--- src/core/temp_sensor_defs.svh ---
// Operation
// - Selector 0 temp high, 1 config, 2 lower limit, 3 upper limit, 4 temp low.
// - Temp high byte: sign bit in bit 7, next seven result bits below.
// - Temp low byte: four lowest result bits in 7:4, zeros in 3:0.
// - Results are two's complement; temperature reads zero until first conversion.
// - Config: id bit 7, rate 6:5, alarms 4 and 3, latch 2, mode 1:0.
// - Rate codes 00,01,10,11 give 0.25, 1, 4, 8 Hz continuous conversion.
// - Mode 00 shutdown, 01 one-shot, 1x continuous conversion.
// - Shutdown stops conversions while register access keeps working.
// - Writing 01 while shut down runs one conversion, then returns to shutdown.
// - Continuous mode starts conversions repeatedly at the selected rate.
// - Each finished result is compared with both limit registers.
// - High alarm sets when temp high byte exceeds upper limit.
// - Low alarm sets when temp high byte is below lower limit.
// - With latch select 0, a result between limits clears both alarm bits.
// - Latch select 0: alarms follow every new comparison result.
// - Latch select 1: alarms hold until a config read completes, then clear.
// - Reset limits: upper is +60 C code, lower is -10 C code.
// - Each limit is one signed byte aligned with the temp high byte.
// - Written values take effect only once the whole byte has arrived.
`ifndef TEMP_SENSOR_DEFS_SVH
`define TEMP_SENSOR_DEFS_SVH
`define SEL_TEMP_HIGH 3'h0
`define SEL_CONFIG 3'h1
`define SEL_LOWER 3'h2
`define SEL_UPPER 3'h3
`define SEL_TEMP_LOW 3'h4
`define CONFIG_RESET 8'h02
`define UPPER_RESET 8'h3c
`define LOWER_RESET 8'hf6
`define CFG_ID_BIT 7
`define CFG_HIGH_ALARM_BIT 4
`define CFG_LOW_ALARM_BIT 3
`define TICK_NS 125000000
`define CLK_NS 25
`define TICKS_RATE_0 8'h20
`define TICKS_RATE_1 8'h08
`define TICKS_RATE_2 8'h02
`define TICKS_RATE_3 8'h01
`endif

--- src/core/temp_sensor_pkg.sv ---
package temp_sensor_pkg;
  typedef struct packed {
    logic top_config_bit;
    logic [1:0] rate_select;
    logic high_alarm_bit;
    logic low_alarm_bit;
    logic latch_select;
    logic [1:0] mode_select;
  } config_type;
  typedef struct packed {
    logic valid;
    logic [11:0] temp_code_bits;
  } conv_result_type;
  typedef enum logic [1:0] {
    ST_IDLE,
    ST_CONVERT
  } conv_state_type;
endpackage : temp_sensor_pkg

--- src/core/temp_sensor_regs_and_alarm.sv ---
`timescale 1ns/1ps
`include "temp_sensor_defs.svh"
module temp_sensor_regs_and_alarm #(
  parameter int TICK_CYCLES = `TICK_NS / `CLK_NS,
  parameter logic ID_VALUE = 1'b0
)(
  input wire logic i_clk,
  input wire logic i_sys_rst,
  input wire logic i_sel_wr,
  input wire logic i_data_wr,
  input wire logic [7:0] i_wr_byte,
  input wire logic i_rd_req,
  input wire logic i_rd_done,
  input wire temp_sensor_pkg::conv_result_type i_conv,
  output logic [7:0] o_rd_byte,
  output logic o_conv_start,
  output logic o_busy,
  output logic o_high_alarm,
  output logic o_low_alarm
);

  // ID_VALUE is arbitrary and only fills the top configuration bit.
  localparam int TICK_W = $clog2(TICK_CYCLES + 1);

  logic [2:0] selector_reg;
  temp_sensor_pkg::config_type config_reg;
  logic [7:0] lower_limit_reg;
  logic [7:0] upper_limit_reg;
  logic [11:0] result_reg;
  logic [TICK_W-1:0] tick_cnt_reg;
  logic tick;
  logic [7:0] rate_cnt_reg;
  logic [7:0] rate_ticks;
  temp_sensor_pkg::conv_state_type state_reg;
  logic oneshot_reg;
  logic done_s1_reg;
  logic done_s2_reg;
  logic done_s3_reg;
  logic [11:0] data_s1_reg;
  logic [11:0] data_s2_reg;
  logic done_pulse;
  logic finish;
  logic continuous;
  logic start;
  logic signed [7:0] temp_high;
  logic above;
  logic below;
  logic cfg_read_done;
  logic rd_sel_cfg_reg;

  // The converter runs off its own timing, so its done level and code pass two flops.
  always_ff @(posedge i_clk or posedge i_sys_rst)
  begin
    if (i_sys_rst)
    begin
      done_s1_reg <= 1'b0;
      done_s2_reg <= 1'b0;
      done_s3_reg <= 1'b0;
      data_s1_reg <= 12'h000;
      data_s2_reg <= 12'h000;
    end
    else
    begin
      done_s1_reg <= i_conv.valid;
      done_s2_reg <= done_s1_reg;
      done_s3_reg <= done_s2_reg;
      data_s1_reg <= i_conv.temp_code_bits;
      data_s2_reg <= data_s1_reg;
    end
  end

  // The code is taken from the same flop stage as its done edge, data_s2_reg beside done_s2_reg.
  assign done_pulse = done_s2_reg & ~done_s3_reg;
  assign finish = (state_reg == temp_sensor_pkg::ST_CONVERT) & done_pulse;

  // Selector is loaded only from a complete byte; bits above the low three are dropped.
  always_ff @(posedge i_clk or posedge i_sys_rst)
  begin
    if (i_sys_rst)
    begin
      selector_reg <= `SEL_TEMP_HIGH;
    end
    else if (i_sel_wr)
    begin
      selector_reg <= i_wr_byte[2:0];
    end
  end

  // Limit registers are written whole bytes at a time.
  always_ff @(posedge i_clk or posedge i_sys_rst)
  begin
    if (i_sys_rst)
    begin
      upper_limit_reg <= `UPPER_RESET;
      lower_limit_reg <= `LOWER_RESET;
    end
    else if (i_data_wr)
    begin
      if (selector_reg == `SEL_UPPER)
      begin
        upper_limit_reg <= i_wr_byte;
      end
      if (selector_reg == `SEL_LOWER)
      begin
        lower_limit_reg <= i_wr_byte;
      end
    end
  end

  // Configuration register: the host sets rate, latch and mode; the id bit is fixed.
  // The alarm bits live here as well, so the whole byte has one driving process.
  // A finished one-shot puts the mode back to shutdown, which outranks a host write.
  always_ff @(posedge i_clk or posedge i_sys_rst)
  begin
    if (i_sys_rst)
    begin
      config_reg <= `CONFIG_RESET;
    end
    else
    begin
      config_reg.top_config_bit <= ID_VALUE;
      if (i_data_wr && selector_reg == `SEL_CONFIG)
      begin
        config_reg.rate_select <= i_wr_byte[6:5];
        config_reg.latch_select <= i_wr_byte[2];
        config_reg.mode_select <= i_wr_byte[1:0];
      end
      if (finish && oneshot_reg)
      begin
        config_reg.mode_select <= 2'h0;
      end
      // Only comparisons and the latched read-clear move the alarms; a set beats a clear.
      if (!config_reg.latch_select)
      begin
        if (finish)
        begin
          config_reg.high_alarm_bit <= above;
          config_reg.low_alarm_bit <= below;
        end
      end
      else
      begin
        config_reg.high_alarm_bit <= (finish & above)
                                     | (config_reg.high_alarm_bit & ~cfg_read_done);
        config_reg.low_alarm_bit <= (finish & below)
                                    | (config_reg.low_alarm_bit & ~cfg_read_done);
      end
    end
  end

  // A one-shot is armed only by writing 01 while the mode is shutdown.
  always_ff @(posedge i_clk or posedge i_sys_rst)
  begin
    if (i_sys_rst)
    begin
      oneshot_reg <= 1'b0;
    end
    else if (i_data_wr && selector_reg == `SEL_CONFIG && i_wr_byte[1:0] == 2'h1
             && config_reg.mode_select == 2'h0)
    begin
      oneshot_reg <= 1'b1;
    end
    else if (finish || config_reg.mode_select != 2'h1)
    begin
      oneshot_reg <= 1'b0;
    end
  end

  // Eighth-second tick shared by all rates; one divider keeps the counter small.
  always_ff @(posedge i_clk or posedge i_sys_rst)
  begin
    if (i_sys_rst)
    begin
      tick_cnt_reg <= '0;
    end
    else if (tick)
    begin
      tick_cnt_reg <= '0;
    end
    else
    begin
      tick_cnt_reg <= tick_cnt_reg + 1'b1;
    end
  end

  assign tick = (tick_cnt_reg == TICK_W'(TICK_CYCLES - 1));
  assign continuous = config_reg.mode_select[1];

  // Rate code to ticks between conversion starts.
  always_comb
  begin
    unique case (config_reg.rate_select)
      2'h0: rate_ticks = `TICKS_RATE_0;
      2'h1: rate_ticks = `TICKS_RATE_1;
      2'h2: rate_ticks = `TICKS_RATE_2;
      2'h3: rate_ticks = `TICKS_RATE_3;
    endcase
  end

  // Interval counter: zero means a start is due; it is cleared outside continuous mode.
  always_ff @(posedge i_clk or posedge i_sys_rst)
  begin
    if (i_sys_rst)
    begin
      rate_cnt_reg <= 8'h00;
    end
    else if (!continuous)
    begin
      rate_cnt_reg <= 8'h00;
    end
    else if (start)
    begin
      rate_cnt_reg <= rate_ticks;
    end
    else if (tick && rate_cnt_reg != 8'h00)
    begin
      rate_cnt_reg <= rate_cnt_reg - 8'h01;
    end
  end

  // A due start waits for the previous conversion, so a slow converter lowers the rate.
  assign start = (state_reg == temp_sensor_pkg::ST_IDLE)
                 & ((continuous & (rate_cnt_reg == 8'h00)) | oneshot_reg);

  // Conversion sequencer; shutdown abandons a conversion in flight.
  always_ff @(posedge i_clk or posedge i_sys_rst)
  begin
    if (i_sys_rst)
    begin
      state_reg <= temp_sensor_pkg::ST_IDLE;
    end
    else
    begin
      unique case (state_reg)
        temp_sensor_pkg::ST_IDLE:
        begin
          if (start)
          begin
            state_reg <= temp_sensor_pkg::ST_CONVERT;
          end
        end
        temp_sensor_pkg::ST_CONVERT:
        begin
          if (done_pulse || (config_reg.mode_select == 2'h0 && !oneshot_reg))
          begin
            state_reg <= temp_sensor_pkg::ST_IDLE;
          end
        end
      endcase
    end
  end

  // Start pulse to the converter is a flop so it is glitch free.
  always_ff @(posedge i_clk or posedge i_sys_rst)
  begin
    if (i_sys_rst)
    begin
      o_conv_start <= 1'b0;
    end
    else
    begin
      o_conv_start <= start;
    end
  end

  assign o_busy = (state_reg == temp_sensor_pkg::ST_CONVERT);

  // Result holds zero until the first conversion lands.
  always_ff @(posedge i_clk or posedge i_sys_rst)
  begin
    if (i_sys_rst)
    begin
      result_reg <= 12'h000;
    end
    else if (finish)
    begin
      result_reg <= data_s2_reg;
    end
  end

  // Compare the fresh high byte, signed, against both limits.
  assign temp_high = data_s2_reg[11:4];
  assign above = temp_high > $signed(upper_limit_reg);
  assign below = temp_high < $signed(lower_limit_reg);
  assign cfg_read_done = i_rd_done & rd_sel_cfg_reg;

  // Alarm outputs show the flags straight from the configuration register.
  assign o_high_alarm = config_reg.high_alarm_bit;
  assign o_low_alarm = config_reg.low_alarm_bit;

  // Read byte is captured on request and stays until the next request.
  always_ff @(posedge i_clk or posedge i_sys_rst)
  begin
    if (i_sys_rst)
    begin
      o_rd_byte <= 8'h00;
      rd_sel_cfg_reg <= 1'b0;
    end
    else if (i_rd_req)
    begin
      rd_sel_cfg_reg <= (selector_reg == `SEL_CONFIG);
      unique case (selector_reg)
        `SEL_TEMP_HIGH: o_rd_byte <= result_reg[11:4];
        `SEL_CONFIG: o_rd_byte <= config_reg;
        `SEL_LOWER: o_rd_byte <= lower_limit_reg;
        `SEL_UPPER: o_rd_byte <= upper_limit_reg;
        `SEL_TEMP_LOW: o_rd_byte <= {result_reg[3:0], 4'h0};
        default: o_rd_byte <= 8'h00;
      endcase
    end
  end

endmodule : temp_sensor_regs_and_alarm

--- config.mk ---
export PLATFORM = sky130hd
export DESIGN_NAME = temp_sensor_regs_and_alarm
export DESIGN_NICKNAME = d
export VERILOG_FILES = /design/src/core/temp_sensor_pkg.sv /design/src/core/temp_sensor_regs_and_alarm.sv
export VERILOG_INCLUDE_DIRS = /design/src /design/src/core
export SDC_FILE = /design/constraint.sdc
export NUM_CORES = 1
export LEC_CHECK = 0
export BUFFER_PORTS_ARGS = -buffer_cell sky130_fd_sc_hd__buf_2
export CAP_MARGIN = 25
export CORE_ASPECT_RATIO = 0.7
export CORE_MARGIN = 3
export CORE_UTILIZATION = 30
export CTS_CLUSTER_SIZE = 28
export DETAILED_ROUTE_END_ITERATION = 12
export GPL_TIMING_DRIVEN = 0
export PLACE_DENSITY = 0.52
export SETUP_SLACK_MARGIN = 0.05
export SYNTH_ARGS = -nofsm -noshare
export SYNTH_HDL_FRONTEND = slang
export SYNTH_SLANG_ARGS = --single-unit
export TNS_END_PERCENT = 100
--- constraint.sdc ---
create_clock -name i_clk -period 12.1 [get_ports i_clk]
set_input_delay 3.63 -clock i_clk [delete_from_list [all_inputs] [get_ports i_clk]]
set_output_delay 3.63 -clock i_clk [all_outputs]
set_load 0.02 [all_outputs]
* After elaboration in Yosys (flattened, before gate mapping)
Cells that the tools add are included.
Widths: inputs -> output; s select.
** Operators by class
- Reductions and logical operators :: 21
- Muxes and demuxes :: 15
- Multiply operators :: 0
- Shifts and indexed selects :: 0
- Order comparisons :: 2
- Bitwise gates (word level) :: 14
- Equal/unequal tests :: 14
- Div/mod/pow operators :: 0
- Add/sub/neg operators :: 2
** Operator list (number)
- $pmux 8 s5 :: 1
- $pmux 8 s4 :: 1
- $mux 8 :: 3
- $add 23x1->23 const B :: 1
- $eq 23x23->1 const B :: 1
- $mux 23 :: 1
- $mux 2 :: 6
- $and 1x1->1 :: 9
- $gt 8x8->1 :: 1
- $logic_not 8->1 :: 1
- $lt 8x8->1 :: 1
- $reduce_bool 8->1 :: 1
- $sub 8x1->8 const B :: 1
- $eq 2x1->1 const B :: 3
- $eq 3x2->1 const B :: 2
- $logic_and 1x1->1 :: 6
- $logic_not 2->1 :: 3
- $reduce_and 2->1 :: 3
- $reduce_bool 2->1 :: 3
- $eq 2x2->1 const B :: 2
- $ne 2x1->1 const B :: 2
- $pmux 2 s2 :: 1
- $eq 3x1->1 const B :: 1
- $eq 3x3->1 const B :: 1
- 8 further kinds :: 13
** Storage, ports and cells
- Bits in read-only memories :: 0
- Memories :: 0
- Register bits after elaboration :: 109
- Logic and storage cells :: 89
- Bits in latches :: 0
- Output and inout bits :: 12
- Input bits :: 27
- Bits in writable memories :: 0

* Depth between registers and ports, before layout
Gate-level depths: netlist (run 1).
- Word-level depth :: 6
- Gate-level depth with buffers :: 7
- Gate-level depth less buffers :: 7

* Least setup slack after synthesis (run 1)
No wires, ideal clock.
- Path kind :: input -> register
- Start :: input i_data_wr
- End :: register lower_limit_reg[0]
- Data arrival time :: 4.612 ns
- Slack :: 7.363 ns
- Data required time :: 11.975 ns
- Cell stages on the path :: 2
- Path through :: nor4bb_1 mux2_2
** On the way
- Cells in the longest elaborated chain, start to end :: 1
** Ends and longest elaborated chain
- from (decl) :: RTL line temp_sensor_regs_and_alarm.sv:10 : input wire logic i_data_wr,
- $reduce_and 2->1 (no source line)
- to (signal assigned) :: RTL line temp_sensor_regs_and_alarm.sv:95 : lower_limit_reg <= `LOWER_RESET;
- to (signal assigned) :: RTL line temp_sensor_regs_and_alarm.sv:105 : lower_limit_reg <= i_wr_byte;
- to (decl) :: RTL line temp_sensor_regs_and_alarm.sv:27 : logic [7:0] lower_limit_reg;
Every way passes these cells.
A chain may end at the register's enable or synchronous reset.

* Final worst setup path (run 1)
- Start :: input i_data_wr
- End :: register lower_limit_reg[3]
The elaborated chain is that of the path after synthesis.

==> results.toml, run 1 <==
[setup_path]
rr_worst_depth = 5
reg2reg_from = "tick_cnt_reg[20]"
startpoint_type = "primary input"
cp_data_required_time_ns = 12.32
cp-end-kind = "flop"
crit_arrival_ns = 5.21
crit_fanout = 10
regToRegEndpoint = "rate_cnt_reg[7]"
reg2reg_setup_slack_ns = 9.75
crit_type = "primary input to flop"

[yosys]
synth_ff_type = "dfrtp_1"
ys_warn_count = 0
ys_ff_latch = 108
synth_edf_count = 0
yosysSeqAreaShare_pct = 55.48
synthCells = 452
syn_nets = 497
netlist_area_um2 = 4896
syn_area_per_cell_um2 = 10.83
synth-async-reset-ratio_pct = 100.0
yosys.cell_types.count = 51

[finish]
fin_util_pct = 36.10
layout_commonest_cell = "dfrtp_1"
nFillCells = 1596
final_cell_mix = "dfrtp_1 (97), nand2_1 (68), buf_2 (40), inv_1 (33), nor2_1 (29)"
fin_nets = 548
final_layout_size_suffix_gt1_share_pct = 18.11
fin_area_um2 = 5682
largest_register_ffs = 23
final_cells = 728
insertedDiodeCount = 0
area_growth_pct = 16.05

[place]
place_ws_ns = 6.708
place_area_um2 = 5396
gp_congestion = 0.8512
io_buffers = 38
dpl.cell_count = 712
hpwlAfterDp_mm = 8.580

[pwr]
powerDensity_nw_per_um2 = 182.7
design_power_total_mw = 1.038
p_leak_nw = 2.526
peakVddDrop_v = 0.00007244

[floorplan]
die_h_um = 112.9
start_util_pct = 31.11
design.core.area_um2 = 15740
dieArea_um2 = 17910
boundaryPins = 39
rows = 38
die_width_um = 158.7

[clocking]
cts_resized = 0
cts_setup_buffers = 0
clock-sinks = 108
cts_tree = "done"
htree_levels = 3
cts_max_path_buffers = 2
hold_buffers = 0
clockRootBuffer = "clkbuf_16"
clk_pin_slew_worst_paths_ns = 0.07
clk_latency_ns = 0.36
cts_buffers = 9

[timing]
fmax_mhz = 200.3
slew_violations = 0
final.min_clock_period_ns = 4.993
setup-violations-final = 0
period_share_pct = 41.27
hold_viol = 0
skew_ns = 0.007938
slew_headroom_pct = 41.57
fin_setup_tns_ns = 0
fin_ws_ns = 7.107
rsz0062_at_grt = "false"
tightest_slew_ns = 0.8742
finalHoldWorstSlack_ns = 0.3489

[grt]
track_usage_pct = 13.71
grt_max_degree = 58
grt-ovfl-total = 0
grt_antenna_before_repair = 0
grt_pass1_wl_mm = 18.98
grt_pass1_vias = 3465

[run_status]
status = "complete, no violations"

[routing]
vias_per_cell = 4.794
drc = 0
wirelength_mm = 11.58
drtIter0Drc = 312
wire_per_inst_um = 15.90
first_pass_iters = 4
dr_total_vias = 3490
ant_nets = 0

[job]
drv_cap = 0

[min_path]
min_path_cells = 0
hold_path_class = "flop to flop"
min_to = "data_s2_reg[5]"
worstHoldStart = "data_s1_reg[5]"
==> worst max-delay path by stage <==
stage | depth (start not counted) | slack, ns | from | to
after global placement | 2 | 4.37 | i_sys_rst | o_rd_byte[4]
after detailed placement | 5 | 6.71 | i_data_wr | lower_limit_reg[3]
after floorplan | 1 | 5.64 | i_sys_rst | config_reg[0]
final | 5 | 7.11 | i_data_wr | lower_limit_reg[3]
after CTS | 5 | 7.10 | i_data_wr | lower_limit_reg[3]
after global routing | 6 | 6.94 | i_data_wr | lower_limit_reg[2]
==> final cells by class <==
type | instances | area [um2] | share of cell area (%)
well taps | 220 | 275.3 | 4.845
clock inverters | 7 | 60.06 | 1.057
multi-input cells | 298 | 2006 | 35.30
clock buffers | 9 | 225.2 | 3.964
flip-flops and latches | 108 | 2716 | 47.81
inverters | 34 | 130.1 | 2.290
plain buffers | 12 | 46.29 | 0.8148
repair buffers | 40 | 222.7 | 3.920
==> layer usage <==
metal | GRT usage [%] | routed length (um) | vias to the layer above
met2 | 17.55 | 4487 | 69
met5 | 0 | 0 | -
met3 | 4.358 | 659 | 13
met1 | 21.74 | 6274 | 1730
met4 | 3.897 | 156 | 0
li1 | - | - | 1678
==> synthesized netlist by cell type, types with 2 or more instances <==
cell type | n | area, um2
clkbuf_1 | 11 | 41.29
ha_1 | 18 | 225.2
nor3_1 | 7 | 35.03
nand4b_1 | 2 | 17.52
o31ai_1 | 3 | 22.52
and3_1 | 3 | 18.77
dfrtp_1 | 97 | 2427
nand2_1 | 68 | 255.2
a21boi_0 | 2 | 15.01
xnor2_1 | 12 | 105.1
nor2_1 | 29 | 108.9
and4_1 | 4 | 35.03
nor4_1 | 3 | 18.77
a211o_1 | 2 | 17.52
nor2b_1 | 2 | 12.51
mux2i_1 | 9 | 90.09
o21ai_0 | 21 | 105.1
a21o_1 | 2 | 15.01
nand3_1 | 15 | 75.07
mux2_2 | 13 | 146.4
inv_1 | 34 | 127.6
nor4bb_1 | 2 | 20.02
a21oi_1 | 18 | 90.09
or4_1 | 3 | 22.52
nor4b_1 | 3 | 26.28
and2_1 | 2 | 12.51
a32oi_1 | 3 | 26.28
nor3b_1 | 2 | 15.01
o22ai_1 | 5 | 31.28
dfstp_2 | 11 | 289.0
nand2b_1 | 2 | 12.51
mux4_2 | 5 | 112.6
nand4_1 | 7 | 43.79
o211ai_1 | 3 | 22.52
or3_1 | 6 | 37.54
xor2_1 | 6 | 52.55
a31oi_1 | 3 | 18.77
==> kinds of logic after synthesis <==
kind of cell	Yosys count	synth area share, %
AOI/OAI and AO/OA	67	8.408
xor gates and xnor gates	18	3.220
adders and majority gates	18	4.600
buffers and inverters	46	3.552
DFF	108	55.48
muxes	27	7.130
and+or+nand+nor	168	17.61
==> worst max-delay path, stage by stage <==
cell and delay (ns):
buf_2 0.10, nor4bb_1 0.65, buf_2 0.27, clkbuf_1 0.40, o21ai_0 0.16
==> where the power goes <==
part	internal, mW	switching (mW)	leakage [nW]
clock network	0.143	0.144	0.130
logic	0.106	0.166	1.07
registers	0.435	0.0454	1.33
total	0.683	0.355	2.53
Power figures use the tool's default switching activity.
==> inputs of run 2 (changes only) <==
ABC_AREA = 1   (was not set)
PLACE_DENSITY = 0.53   (was 0.52)
clock period = 4.5 ns   (was 12.1 ns; I/O delays follow)
==> results.toml, run 2 <==
[setup_path]
crit_fanout = 3
crit_type = "flop to output pin"
startpoint_type = "flop"
cp-end-kind = "output pin"
crit_arrival_ns = 0.93
cp_top_family = "flip-flops"
crit_slowest_cell = "dfrtp_1"
cpPeakStageDelay_ns = 0.41
cp_data_required_time_ns = 3.15
crit_buf_inv = 1
crit_chain = "buf_2"

[pwr]
peakVddDrop_v = 0.0002422
design_power_total_mw = 2.886
p_leak_nw = 3.051
powerDensity_nw_per_um2 = 470.7

[yosys]
netlist_area_um2 = 5316
syn_area_per_cell_um2 = 8.589
synth-async-reset-ratio_pct = 100.0
synth_ff_type = "dfrtp_1"
yosysTopAreaCellShare_pct = 45.66
yosysSeqAreaShare_pct = 51.09
synth_area_leader_cell = "dfrtp_1"
synthTopCellsByArea = "dfrtp_1 (46%), nand2_1 (13%), inv_1 (5.9%), dfstp_2 (5.4%), ha_1 (4.2%)"
synthCells = 619
ys_ff_latch = 108
yosys.cell_types.count = 40
syn_nets = 664
synth_common_cells = "nand2_1 (179), dfrtp_1 (97), inv_1 (84), nor2_1 (32), nand3_1 (29)"
ys_warn_count = 0
yosys.cell_count.top_type = "nand2_1"
synth_edf_count = 0

[floorplan]
boundaryPins = 39
die_width_um = 165.1
start_util_pct = 30.79
design.core.area_um2 = 17270
rows = 40
dieArea_um2 = 19380
die_h_um = 117.4

[routing]
drtIter0Drc = 307
drc = 0
ant_nets = 0
dr_total_vias = 4065
wire_per_inst_um = 14.14
first_pass_iters = 5
vias_per_cell = 4.497
wirelength_mm = 12.78

[timing]
rsz0062_at_grt = "false"
setup-violations-final = 0
period_share_pct = 50.71
skew_ns = 0.01123
fin_setup_tns_ns = 0
finalHoldWorstSlack_ns = 0.3495
final.min_clock_period_ns = 2.282
hold_viol = 0
tightest_slew_ns = 0.7007
slew_headroom_pct = 53.03
slew_violations = 0
fmax_mhz = 438.2

[clocking]
cts_buffers = 9
cts_setup_buffers = 0
cts_resized = 0
clk_latency_ns = 0.35
hold_buffers = 0
clock-sinks = 108
clockRootBuffer = "clkbuf_16"
clk_pin_slew_worst_paths_ns = 0.07
cts_max_path_buffers = 2
htree_levels = 3
cts_tree = "done"

[grt]
grt_pass1_vias = 3782
grt-ovfl-total = 0
track_usage_pct = 13.72
grt_max_degree = 66
grt_antenna_before_repair = 0
grt_pass1_wl_mm = 20.78

[finish]
final_layout_size_suffix_gt1_share_pct = 16.94
regArea_um2 = 2716
final_cells = 904
final_cell_mix = "nand2_1 (179), dfrtp_1 (97), inv_1 (83), buf_2 (38), nor2_1 (32)"
insertedDiodeCount = 0
multiInputGateArea_um2 = 2177
largest_register_ffs = 23
fin_nets = 713
nFillCells = 1802
area_growth_pct = 15.34
layout_commonest_cell = "nand2_1"
fin_area_um2 = 6132

[place]
dpl.cell_count = 888
place_area_um2 = 5821
gp_congestion = 0.8700
io_buffers = 37
hpwlAfterDp_mm = 9.425

[min_path]
hold_path_class = "flop to flop"

[run_status]
status = "complete, no violations"

[job]
drv_cap = 0
-- run 2: cell types whose count changed in the layout (fill, tap and decap cells not counted), moves of 14 or more --
cell	delta
nand2_1	+111
nand3_1	+14
nand4_1	+16
inv_1	+50
o21ai_1	+26
inv_2	+15
-- run 2: cells by family after synthesis --
family	after synthesis	share of synthesized area, %
xor gates and xnor gates	18	2.965
and+or+nand+nor	300	26.59
buffers and inverters	108	7.955
DFF	108	51.09
adders and majority gates	18	4.236
AOI/OAI and AO/OA	67	7.155
-- run 2: where the power goes --
group / switching (mW) / internal (mW) / leakage, nW / total (mW)
clock network: 0.375 / 0.452 / 0.149 / 0.827
logic: 0.518 / 0.278 / 1.56 / 0.796
registers: 0.103 / 1.16 / 1.34 / 1.26
-- run 2: stage by stage --
stage	setup WS, ns	util, %
2_1_floorplan	0.3226	-
3_3_place_gp	-1.161	33.54
3_5_place_dp	2.051	33.71
4_1_cts	2.211	35.51
5_1_grt	2.181	35.51
6_report	2.218	35.51
-- run 2: layout make-up --
class,instances,share of cell area [%]
Sequential cell,108,44.30
Multi-Input combinational cell,403,35.50
Inverter,100,6.162
Tap cell,231,4.713
Clock buffer,10,3.897
Timing Repair Buffer,38,3.469
Clock inverter,6,1.183
Buffer,8,0.7754
-- run 2: worst paths after layout --
path                                  from               to  slack (ns)  depth (start not counted)
max                           o_high_alarm     o_high_alarm        2.22                          1
min                         data_s1_reg[7]   data_s2_reg[7]        0.35                          0
max reg2reg                tick_cnt_reg[0]  rate_cnt_reg[0]        2.70                          7
min reg2reg                 data_s1_reg[7]   data_s2_reg[7]        0.35                          0
max in group asynchronous        i_sys_rst    config_reg[1]        2.65                          3
min in group asynchronous        i_sys_rst   data_s1_reg[2]        1.07                          2
-- run 2: per-layer routing --
layer / vias to the layer above / wire length, um / track usage, %
met1: 1914 / 7424 / 23.98
met5: - / 0 / 0
met4: 0 / 86 / 3.038
met3: 8 / 639 / 3.249
met2: 72 / 4632 / 16.10
li1: 2071 / - / -
